## src/hdl/ppmc_pkg.sv

```systemverilog
// Constants for the power management capability register bank.
// Assumes a byte-addressed configuration port of whole words; offsets are byte addresses.
package ppmc_pkg;

   // ----------------------------------------------------------------------
   // Register offsets
   // ----------------------------------------------------------------------
   localparam logic [7:0] CAP_PTR_OFF   = 8'h34;  // Capabilities pointer word.
   localparam logic [7:0] PMC_OFF       = 8'hDC;  // Capabilities word.
   localparam logic [7:0] PMCS_OFF      = 8'hE0;  // Control and status word.
   localparam logic [7:0] EVT_OFF       = 8'hF0;  // Local wake event trigger.

   // ----------------------------------------------------------------------
   // Fixed field values
   // ----------------------------------------------------------------------
   localparam logic [7:0] CAP_LIST_PTR  = 8'hDC;
   localparam logic [7:0] CAPABILITY_IDENTIFIER_VAL    = 8'h01;
   localparam logic [7:0] NEXT_PTR_VAL  = 8'hE4;
   localparam logic [7:0] BSE_VAL       = 8'h00;
   localparam logic [2:0] VER_RST       = 3'h1;
   localparam logic [4:0] WAKE_SUP_RST  = 5'h00;
   localparam logic [4:0] WAKE_SUP_MSK  = 5'h09;  // Only bits 3 and 0 may be set.

   // ----------------------------------------------------------------------
   // Field positions
   // ----------------------------------------------------------------------
   localparam int WAKE_SUP_LSB = 27;
   localparam int D2_BIT       = 26;
   localparam int D1_BIT       = 25;
   localparam int DSI_BIT      = 21;
   localparam int APS_BIT      = 20;
   localparam int CLK_BIT      = 19;
   localparam int VER_LSB      = 16;
   localparam int ST_BIT       = 15;
   localparam int EN_BIT       = 8;
   localparam int PS_LSB       = 0;

   // ----------------------------------------------------------------------
   // Power state encodings
   // ----------------------------------------------------------------------
   localparam logic [1:0] PS_D0    = 2'h0;
   localparam logic [1:0] PS_D3HOT = 2'h3;

endpackage

```

## src/hdl/ppmc_top.sv

```systemverilog
// Power management capability register bank of a bus bridge.
// Assumes a single-cycle register port with read data one cycle later.
//
// Added by the designer: strobed register access.
`timescale 1ns/1ps
module ppmc_top (
   input  wire logic        core_clk,   // 40 MHz clock.
   input  wire logic        srst,       // Bus reset, synchronous, active high.
   input  wire logic [7:0]  reg_addr,   // Byte address of the word.
   input  wire logic [31:0] reg_wdata,  // Write data.
   input  wire logic        reg_wr,     // Write strobe.
   input  wire logic        reg_rd,     // Read strobe.
   output logic      [31:0] reg_rdata,  // Read data, one cycle after strobe.
   input  wire logic        wake_event, // Wake event pulse from core logic.
   output logic      [1:0]  power_state,// Current power state.
   output logic             wake_req    // Gated wake request.
);

   // ----------------------------------------------------------------------
   // Storage
   // ----------------------------------------------------------------------
   logic [4:0]  wake_support_mask_reg;
   logic        dsi_reg;
   logic [2:0]  power_mgmt_version_reg;
   logic        wake_enable_reg;
   logic [1:0]  power_state_field_reg;
   logic [31:0] rdata_reg;
   logic        wake_status;

   // Address hits, shared by the write strobes, the read mux and the checks.
   logic        hit_pmc;
   logic        hit_pmcs;
   logic        hit_cap;
   logic        hit_evt;

   // Decode of the write strobes.
   logic        wr_pmc;
   logic        wr_pmcs;
   logic        wr_evt;
   logic        ps_ok;
   logic        clear_st;
   logic        wake_trig;
   logic        wake_clock_needed;
   logic [1:0]  ps_wdata;
   logic [31:0] pmc_word;
   logic [31:0] pmcs_word;
   logic [31:0] rd_mux;

   // ----------------------------------------------------------------------
   // Address decode
   // ----------------------------------------------------------------------
   // One compare serves every path, so a moved offset cannot leave the read
   // mux and the write strobes decoding different words.
   function automatic logic addr_is(input logic [7:0] addr, input logic [7:0] offset);
      return addr == offset;
   endfunction

   // Word selects from the byte address; only whole words are decoded.
   assign hit_pmc  = addr_is(reg_addr, ppmc_pkg::PMC_OFF);
   assign hit_pmcs = addr_is(reg_addr, ppmc_pkg::PMCS_OFF);
   assign hit_cap  = addr_is(reg_addr, ppmc_pkg::CAP_PTR_OFF);
   assign hit_evt  = addr_is(reg_addr, ppmc_pkg::EVT_OFF);

   // Write strobes and the fields that they carry.
   assign wr_pmc   = reg_wr && hit_pmc;
   assign wr_pmcs  = reg_wr && hit_pmcs;
   assign wr_evt   = reg_wr && hit_evt;
   assign ps_wdata = reg_wdata[ppmc_pkg::PS_LSB +: 2];
   // filter unimplemented states
   // A write of 01 or 10 still lands its enable and clear bits; only the
   // state field is held, so the host sees a normal completion.
   assign ps_ok    = (ps_wdata == ppmc_pkg::PS_D0) || (ps_wdata == ppmc_pkg::PS_D3HOT);
   assign clear_st = wr_pmcs && reg_wdata[ppmc_pkg::ST_BIT];
   assign wake_clock_needed = |wake_support_mask_reg;
   // A software trigger word shares the event path so tests can raise wakes.
   assign wake_trig = wake_event | (wr_evt & reg_wdata[0]);

   // ----------------------------------------------------------------------
   // Writable fields
   // ----------------------------------------------------------------------
   // Local firmware may load the support and version fields through the
   // capabilities word; a host driver is expected to leave them alone.
   // reset all fields
   always_ff @(posedge core_clk) begin
      if (srst) begin
         wake_support_mask_reg  <= ppmc_pkg::WAKE_SUP_RST;
         dsi_reg                <= 1'b0;
         power_mgmt_version_reg <= ppmc_pkg::VER_RST;
      end else if (wr_pmc) begin
         wake_support_mask_reg  <= reg_wdata[ppmc_pkg::WAKE_SUP_LSB +: 5]
                                   & ppmc_pkg::WAKE_SUP_MSK;
         dsi_reg                <= reg_wdata[ppmc_pkg::DSI_BIT];
         power_mgmt_version_reg <= reg_wdata[ppmc_pkg::VER_LSB +: 3];
      end
   end

   // Control fields of the status word.
   always_ff @(posedge core_clk) begin
      if (srst) begin
         wake_enable_reg       <= 1'b0;
         power_state_field_reg <= ppmc_pkg::PS_D0;
      end else if (wr_pmcs) begin
         wake_enable_reg <= reg_wdata[ppmc_pkg::EN_BIT];
         if (ps_ok) begin
            power_state_field_reg <= ps_wdata;
         end
      end
   end

   // ----------------------------------------------------------------------
   // Wake logic
   // ----------------------------------------------------------------------
   // Status and request sit in their own module beside their checks.
   ppmc_wake u_wake (
      .core_clk    (core_clk),
      .srst        (srst),
      .wake_event  (wake_trig),
      .clear_st    (clear_st),
      .wake_enable (wake_enable_reg),
      .wake_status (wake_status),
      .wake_req    (wake_req)
   );

   // ----------------------------------------------------------------------
   // Read path
   // ----------------------------------------------------------------------
   // Read-only constants are built here, never stored, so writes cannot
   // reach them.
   // D2 zero
   assign pmc_word = {wake_support_mask_reg, 1'b0, 1'b0, 3'h0, dsi_reg, 1'b0,
                      wake_clock_needed, power_mgmt_version_reg,
                      ppmc_pkg::NEXT_PTR_VAL, ppmc_pkg::CAPABILITY_IDENTIFIER_VAL};
   assign pmcs_word = {8'h00, ppmc_pkg::BSE_VAL, wake_status, 6'h00, wake_enable_reg,
                       6'h00, power_state_field_reg};

   assign rd_mux = hit_pmc  ? pmc_word :
                   hit_pmcs ? pmcs_word :
                   hit_cap  ? {24'h000000, ppmc_pkg::CAP_LIST_PTR} :
                   32'h00000000;

   // Data is held only for the cycle after the strobe; zero otherwise.
   always_ff @(posedge core_clk) begin
      if (srst) begin
         rdata_reg <= 32'h00000000;
      end else if (reg_rd) begin
         rdata_reg <= rd_mux;
      end else begin
         rdata_reg <= 32'h00000000;
      end
   end

   assign reg_rdata   = rdata_reg;
   assign power_state = power_state_field_reg;

   // ----------------------------------------------------------------------
   // Checks
   // ----------------------------------------------------------------------
   // Helper views of the write data, so the properties sample plain signals.
   logic [4:0]  mask_wdata;
   logic        en_wdata;

   assign mask_wdata = reg_wdata[ppmc_pkg::WAKE_SUP_LSB +: 5];
   assign en_wdata   = reg_wdata[ppmc_pkg::EN_BIT];
endmodule

```

## src/hdl/ppmc_wake.sv

```systemverilog
// Wake status and wake request gating.
// Assumes event and clear pulses are on core_clk.
`timescale 1ns/1ps
module ppmc_wake (
   input  wire logic core_clk,   // System clock.
   input  wire logic srst,       // Synchronous reset, active high.
   input  wire logic wake_event, // One-cycle wake event.
   input  wire logic clear_st,   // Write-one-to-clear pulse.
   input  wire logic wake_enable,// Enable for the wake request.
   output logic      wake_status,// Sticky wake status.
   output logic      wake_req    // Wake request toward the pin logic.
);

   logic st_reg;

   // Status is sticky; a new event beats a clear in the same cycle.
   // set beats clear
   always_ff @(posedge core_clk) begin
      if (srst) begin
         st_reg <= 1'b0;
      end else if (wake_event) begin
         st_reg <= 1'b1;
      end else if (clear_st) begin
         st_reg <= 1'b0;
      end
   end

   assign wake_status = st_reg;
   assign wake_req    = st_reg & wake_enable;
endmodule
```

## config.mk

```make
export PLATFORM = sky130hd
export DESIGN_NAME = ppmc_top
export DESIGN_NICKNAME = d
export VERILOG_FILES = /design/src/hdl/ppmc_pkg.sv /design/src/hdl/ppmc_top.sv /design/src/hdl/ppmc_wake.sv
export SDC_FILE = /design/constraint.sdc
export NUM_CORES = 1
export LEC_CHECK = 0
export BUFFER_PORTS_ARGS = -buffer_cell sky130_fd_sc_hd__buf_2
export CAP_MARGIN = 20
export CORE_ASPECT_RATIO = 0.8
export CORE_MARGIN = 1.5
export CORE_UTILIZATION = 36
export CTS_BUF_LIST = sky130_fd_sc_hd__clkbuf_8
export CTS_CLUSTER_DIAMETER = 50
export DETAILED_ROUTE_END_ITERATION = 8
export PLACE_DENSITY = 0.77
export SLEW_MARGIN = 15
export SYNTH_ARGS = -nofsm -noshare
export SYNTH_HDL_FRONTEND = slang
export SYNTH_SLANG_ARGS = --single-unit
```

## constraint.sdc

```tcl
create_clock -name core_clk -period 1.9 [get_ports core_clk]
set_input_delay 0.475 -clock core_clk [delete_from_list [all_inputs] [get_ports core_clk]]
set_output_delay 0.475 -clock core_clk [all_outputs]
set_load 0.1 [all_outputs]
```

## Word level (Yosys, flattened, before mapping)

Cells that the tools add are included.

- $add $sub $neg: 0
- $mul: 0
- Div/mod/pow operators: 0
- Magnitude comparators: 0
- Equal/unequal tests: 5
- Shift operators: 0
- Muxes and demuxes: 5
- Bitwise logic cells: 4
- Reductions and logical operators: 12

Operators by type and width:

| cell | count |
|---|---|
| 31-bit 2-to-1 mux | 1 |
| 8-bit equality test, second input constant | 3 |
| 16-bit 2-to-1 mux | 1 |
| 8-bit by 6-bit equality test with 1-bit output, second input constant | 1 |
| 8-bit 2-to-1 mux | 1 |
| 1-bit logical AND | 4 |
| 2-bit OR reduction | 2 |
| 4-bit OR reduction | 1 |
| 3-bit OR reduction | 1 |
| 1-bit AND | 2 |
| 2-bit equality test, second input constant | 1 |
| 2-bit zero test | 1 |
| 1-bit 2-to-1 mux | 2 |
| 2-bit AND reduction | 1 |
| 2-bit nonzero test | 1 |
| 1-bit logical OR | 1 |
| 1-bit NOT | 1 |
| 1-bit bitwise OR | 1 |

- Register bits after elaboration: 42
- Bits in latches: 0
- Bits in writable memories: 0
- ROM bits: 0
- Input bits: 45
- Output and inout bits: 35
- Word-level logic and storage cells: 36
- Memories kept: 0

## Longest topological paths before layout

Gate-level depths: netlist of run 1.

- Depth after elaboration: 5
- Gate-level depth with buffers: 4
- Depth with buffers taken out: 3

## Hierarchy

From an unflattened synthesis of run 1, not the netlist that was laid out.

- Cell total of the unflattened synthesis: 107
- Area total of the unflattened synthesis: 1,063.5 um^2

Modules (own cells, without submodules):

| module | times used | cells an instance | area each (um^2) | seq. area each (um^2) |
|---|---|---|---|---|
| ppmc_top | 1 | 102 | 1,018.5 | 440.4 |
| ppmc_wake | 1 | 5 | 45.0 | 20.0 |

## Worst setup path before layout of run 1

OpenSTA, ideal clock, no wires.

- Path kind: register to output
- From: register reg_rdata[6] (netlist name)
- To: output port reg_rdata[3]
- Data arrival time: 1.410 ns
- Data required time: 1.425 ns
- Setup slack: 0.015 ns
- Stages on the path, launching flop included: 2
- Path buffers: 1
- Cell sequence: dfxtp_1 > buf_4

RTL lines:

| item | RTL line | text |
|---|---|---|
| to (decl) | ppmc_top.sv:13 | `output logic [31:0] reg_rdata,` |

## Worst setup path in the final report of run 1

- From: input port reg_addr[3]
- To: register u_wake.st_reg (netlist: u_wake.wake_status)

- Cells in the longest elaborated chain, start to end: 5
- Elaborated cells on any way between the ends: 9
- Those cells by class: eq/ne (2); mux (1); bitwise (2); reduce/logical (4)

RTL lines:

| item | RTL line | text |
|---|---|---|
| from (decl) | ppmc_top.sv:9 | `input wire logic [7:0] reg_addr,` |
| 8-bit equality test | ppmc_top.sv:55 | `return addr == offset;` |
| 1-bit logical AND | ppmc_top.sv:67 | `assign wr_evt = reg_wr && hit_evt;` |
| 1-bit AND | ppmc_top.sv:76 | `assign wake_trig = wake_event \| (wr_evt & reg_wdata[0]);` |
| 1-bit bitwise OR | ppmc_top.sv:76 |  |
| 1-bit 2-to-1 mux / 2-bit nonzero test (equally long branches) | -- |  |
| to (signal assigned) | ppmc_wake.sv:20 | `st_reg <= 1'b0;` |
| to (signal assigned) | ppmc_wake.sv:22 | `st_reg <= 1'b1;` |
| to (signal assigned) | ppmc_wake.sv:24 | `st_reg <= 1'b0;` |
| to (decl) | ppmc_wake.sv:14 | `logic st_reg;` |

Parallel ways exist; a longest one is shown, timed or not.
A chain may end at the register's enable or synchronous reset.

==> results of run 1 <==
==> power by group <==
part | switching [W] | internal, W
clock | 0.000146 | 0.000146
combinational | 0.000147 | 0.0000293
sequential | 0.00000167 | 0.000484
==> layout make-up <==
type                            count  share of cell area
Clock inverter                      1             0.00393
Clock buffer                        3              0.0324
Sequential cell                    23               0.361
Multi-Input combinational cell     71               0.351
Tap cell                           38              0.0373
Inverter                            4              0.0118
Timing Repair Buffer               49               0.202
==> logic make-up (layout without fill, tap and decap cells) <==
group / count (synthesis) / count (layout) / share of synthesized area
compound gates: 11 / 11 / 0.0802
buf+inv: 25 / 57 / 0.162
flops: 23 / 23 / 0.447
mux: 6 / 6 / 0.0583
other cells: 1 / 13 / 0.00364
simple gates: 41 / 41 / 0.249
==> cells in the mapped netlist (all sizes together), types with 2 or more instances <==
master and count:
mux2i 6, nor4 3, dfxtp 23, nor2 2
o311ai 2, a21o 2, nand3 5, buf 20
nand2 11, and2 9, inv 4, o211ai 2
==> path summary, 6_finish.rpt <==
kind | from | end | cells past startpoint
setup reg to reg | power_state[0] | power_state[0] | 2
hold reg to reg | dsi_reg | dsi_reg | 2
hold / removal | reg_addr[6] | reg_rdata[6] | 2
setup / recovery | reg_addr[3] | u_wake.wake_status | 4
==> per-stage QoR <==
step                cells  hold WS [ns]  cell area (um^2)  setup WS, ns  setup TNS, ns
floorplan             119         0.430              1070        0.0149              0
global placement      185         0.438              1230        0.0161              0
detailed placement    185         0.445              1230      -0.00808       -0.00808
CTS                   189         0.414              1270         0.254              0
global route          189         0.429              1270         0.160              0
finish                189         0.435              1270         0.270              0
==> per-layer routing <==
| metal | global-route usage | vias up |
|---|---|---|
| met4 | 0.107 | 0 |
| met2 | 0.242 | 43 |
| li1 | - | 427 |
| met3 | 0.0529 | 6 |
| met1 | 0.149 | 388 |
| met5 | 0 | - |
==> worst max-delay path, cell delays in order <==
cell	delay, ns
buf_2	0.11
or4b_1	0.53
or4_1	0.52
a31oi_1	0.18
==> out/metrics.csv, run 1 <==
stage,metric,value,unit
status,outcome,finished clean,
worst_setup_path,crit_required,2.09,ns
pwr,ir_drop,0.279,mV
routing,avgRoutedWirePerCell,10.8,um
layout,num-fill-cells,275,
synthesis,ys_seq_area_frac,0.447,
worst_setup_path,arrival,1.82,ns
clocking,htree_levels,1,
clocking,cts_root_buf,clkbuf_8,
synthesis,synth_edf_count,0,
grt,gr-total-overflow,0,
floorplan,die-width,62.8,um
timing,setup_violations,0,
clocking,cts_buffers,3,
clocking,path_clk_slew,0.08,ns
timing,maxSlewViolCount,0,
placed_design,gp_congestion,0.811,
timing,fin_crit_sh,0.858,
routing,dr.pass1.iters,4,
timing,layout_min_cycle_time,1.63,ns
pwr,power_density,748,nW/um^2
grt,grt_pass1_wl,3.41,mm
timing,final_hold_viol_count,0,
pwr,p_leak,0.639,nW
min_path,min_path_type,input pin to register,
routing,top_layer,met4,
grt,grt_max_degree,15,
layout,area_delta_synth_final,23.8,%
clocking,numClockSinks,23,
floorplan,io_pins,80,
clocking,cts-resized-gates,0,
routing,met1_length,862,um
worst_setup_path,critPathCaptureType,register,
routing,drc,0,
clocking,post_cts_buffers,0,
pwr,p_total,0.000954,W
layout,regArea,460,um^2
synthesis,ys_ff_latch,23,
worst_setup_path,r2r_slack,1.20,ns
synthesis,synth_cells,107,
clocking,cts_tree,done,
timing,max_freq,614,MHz
synthesis,syn_avg_cell_area,9.62,um^2
floorplan,std_cell_rows,17,
routing,drt_iter0_drc,10,
layout,final_common_cell,buf_2,
synthesis,yosys.cell_types.count,32,
clocking,clk_path_buf_depth,2,
synthesis,syn_area,1030,um^2
floorplan,core,2740,um^2
synthesis,synth_top_area_cell,dfxtp_1,
layout,final_nets,197,
clocking,clk_latency,0.26,ns
layout,antenna_cells,0,
placed_design,dp_hpwl,1.63,mm
run,drv_cap,0,
routing,wirelength,2.04,mm
floorplan,die_h,50.8,um
clocking,holdBufCountCts,0,
grt,grt_usage,0.143,
synthesis,synth_top_area_frac,0.447,
layout,final_util,0.465,
synthesis,synthTopCellsByArea,"dfxtp_1 45%, buf_4 14%, mux2i_1 5.8%",
grt,grt_pass1_vias,803,
routing,ant_nets,0,
floorplan,start_util,0.375,
routing,vias,864,
layout,largest_register_ff_count,13,
worst_setup_path,worstPathMaxFanout,3,
layout,multi_input_area,448,um^2
routing,via_per_inst,4.57,
synthesis,async_flop_share,0,
worst_setup_path,critPathLaunchType,input pin,
synthesis,synth_flop_cell,dfxtp_1,
timing,rsz0062_at_grt,no,
placed_design,io_buffers,44,
grt,antenna_found_initial,0,
routing,routed-wl-met3,154,um
layout,drive_above_1_share,0.371,
worst_setup_path,criticalPathCategory,input pin to register,
routing,met2WireLength,961,um
synthesis,yosys_warnings,0,
timing,finClkSkew,0.00155,ns
floorplan,die_area,3190,um^2
layout,layout_common_cells,"44 x buf_2, 23 x dfxtp_1, 13 x conb_1, 11 x nand2_1, 9 x and2_1",
(Power assumes the default switching activity.)
==> run 2: changes to the inputs <==
--- a/config.mk
+++ b/config.mk
@@ -9,11 +9,11 @@
 export CAP_MARGIN = 20
 export CORE_ASPECT_RATIO = 0.8
 export CORE_MARGIN = 1.5
-export CORE_UTILIZATION = 36
+export CORE_UTILIZATION = 43
 export CTS_BUF_LIST = sky130_fd_sc_hd__clkbuf_8
 export CTS_CLUSTER_DIAMETER = 50
 export DETAILED_ROUTE_END_ITERATION = 8
-export PLACE_DENSITY = 0.77
+export PLACE_DENSITY = 0.86
 export SLEW_MARGIN = 15
 export SYNTH_ARGS = -nofsm -noshare
 export SYNTH_HDL_FRONTEND = slang
==> constraint.sdc (replaced) <==
create_clock -name core_clk -period 2.05 [get_ports core_clk]
set_input_delay 0.5125 -clock core_clk [delete_from_list [all_inputs] [get_ports core_clk]]
set_output_delay 0.5125 -clock core_clk [all_outputs]
set_load 0.1 [all_outputs]
==> out/metrics.csv, run 2 (synthesis gave the netlist of run 1 again) <==
stage,metric,value,unit,change
layout,final_util,0.562,,+0.0969
timing,max_freq,598,MHz,
pwr,clkPwrFrac,0.310,,+0.004
clocking,clk_path_buf_depth,2,,unchanged
timing,maxSlewViolCount,0,,unchanged
floorplan,io_pins,80,,unchanged
placed_design,dp_hpwl,1.56,mm,-4.1%
routing,avgRoutedWirePerCell,11.3,um,+5.2%
layout,area_delta_synth_final,20.8,%,
clocking,clk_latency,0.26,ns,about the same
worst_setup_path,r2r_end,power_state[0],,
clocking,cts_root_buf,clkbuf_8,,
worst_setup_path,criticalPathCategory,register to output pin,,
routing,dr.pass1.iters,6,,+2
clocking,cts_tree,done,,
clocking,numClockSinks,23,,unchanged
grt,gr-total-overflow,0,,unchanged
clocking,cts-resized-gates,0,,unchanged
timing,setup_violations,0,,unchanged
run,drv_cap,0,,unchanged
routing,drc,8,,+8
layout,final_nets,195,,-1.0%
worst_setup_path,crit_required,1.54,ns,-0.55 ns
min_path,whs_path_depth,2,,unchanged
timing,worst_pin_slew,0.557,ns,
min_path,min_path_type,input pin to register,,
pwr,ir_drop,0.224,mV,-20%
layout,final_common_cell,buf_2,,
placed_design,io_buffers,44,,unchanged
worst_setup_path,critPathLaunchType,register,,
grt,grt_pass1_vias,681,,-15%
pwr,power.internal,0.000609,W,-7.6%
grt,grt_max_degree,16,,+1
grt,grt_usage,0.146,,+0.00282
worst_setup_path,r2r_slack,1.37,ns,+0.17 ns
clocking,cts_buffers,3,,unchanged
grt,grt_pass1_wl,2.89,mm,-15%
routing,vias,844,,-2.3%
worst_setup_path,crit-reg2reg-launch,power_state[0],,
timing,slew_headroom,0.624,,
layout,drive_above_1_share,0.362,,-0.00844
min_path,min_to,reg_rdata[6],,
placed_design,gp_congestion,0.856,,+5.6%
pwr,power_density,713,nW/um^2,-4.7%
timing,whs,0.448,ns,+0.0131 ns
routing,ant_nets,0,,unchanged
clocking,holdBufCountCts,0,,unchanged
worst_setup_path,r2r_cells,2,,unchanged
pwr,p_comb_frac,0.183,,-0.002
timing,layout_min_cycle_time,1.67,ns,
floorplan,die_h,46.8,um,-8.0%
status,violations,design-rule violations,,
pwr,p_leak,0.629,nW,-1.6%
floorplan,core,2210,um^2,-19%
clocking,path_clk_slew,0.08,ns,about the same
routing,drt_iter0_drc,28,,+18
timing,fin_tns_setup,0,ns,unchanged
pwr,seqPwrFrac,0.507,,-0.002
timing,final_hold_viol_count,0,,unchanged
floorplan,die-width,57.7,um,-8.1%
timing,fin_crit_sh,0.816,,
timing,finClkSkew,0.00132,ns,-0.000235 ns
clocking,post_cts_buffers,0,,unchanged
floorplan,die_area,2700,um^2,-15%
worst_setup_path,critPathCaptureType,output pin,,
grt,antenna_found_initial,0,,unchanged
routing,wirelength,1.97,mm,-3.1%
status,outcome,finished with violations,,
pwr,switchingPower,0.000278,W,-5.6%
floorplan,std_cell_rows,15,,-2
layout,largest_register_ff_count,13,,unchanged
floorplan,start_util,0.465,,+0.0897
worst_setup_path,worstPathMaxFanout,3,,unchanged
layout,antenna_cells,0,,unchanged
timing,rsz0062_at_grt,no,,
worst_setup_path,arrival,1.16,ns,-0.66 ns
routing,via_per_inst,4.85,,+6.1%
layout,layout_common_cells,"44 x buf_2, 23 x dfxtp_1, 13 x conb_1, 11 x nand2_1, 9 x and2_1",,
clocking,htree_levels,1,,unchanged
min_path,hp-start,reg_addr[7],,
pwr,swShare,0.314,,+0.00448
-- run 2: cell count changes in the layout (fill, tap and decap cells not counted), sizes merged --
cell / previous run / this run
buf: 49 / 47
-- run 2: how the worst max path moves through the flow --
stage                             from                  to  slack (ns)  cells after the start
floorplan                 reg_rdata[6]        reg_rdata[3]        0.13                      1
global placement           reg_addr[3]  u_wake.wake_status        0.13                      4
detailed placement         reg_addr[3]  u_wake.wake_status        0.11                      5
CTS                 u_wake.wake_status            wake_req        0.37                      2
global route               reg_addr[3]  u_wake.wake_status        0.30                      5
finish              u_wake.wake_status            wake_req        0.38                      2
-- run 2: per-stage QoR --
step	worst slack [ns]	cell area, um^2	cells	power (W)
3_5_place_dp	0.108	1200	170	0.000622
3_3_place_gp	0.127	1200	170	0.000619
5_1_grt	0.302	1240	174	0.000920
2_1_floorplan	0.127	1070	119	0.000608
6_report	0.378	1240	174	0.000887
4_1_cts	0.367	1240	174	0.000893
-- run 2: critical path, cell delays in order, from the launching register on --
cell and delay, ns:
dfxtp_1 0.36, and2_1 0.12, buf_2 0.41
-- run 2: power groups by stage --
stage	combinational (W)	clock, W	sequential, W
floorplan	0.000144	0	0.000464
global placement	0.000159	0	0.000460
detailed placement	0.000161	0	0.000460
CTS	0.000162	0.000282	0.000450
global route	0.000169	0.000301	0.000450
finish	0.000162	0.000275	0.000450
-- run 2: cell type report --
class / instances / area, um^2
clock inverters: 1 / 5.00
multi-input cells: 71 / 448
fillers: 212 / 971
well taps: 25 / 31.3
clock buffers: 3 / 41.3
inverters: 4 / 15.0
flip-flops and latches: 23 / 460
repair buffers: 47 / 243
-- run 2: routing by layer --
metal | global-route usage | part of all wire | wire (um)
met2 | 0.275 | 0.48 | 938
met3 | 0.0358 | 0.090 | 178
met1 | 0.153 | 0.42 | 822
met4 | 0.0884 | 0.016 | 32
met5 | 0 | 0 | 0
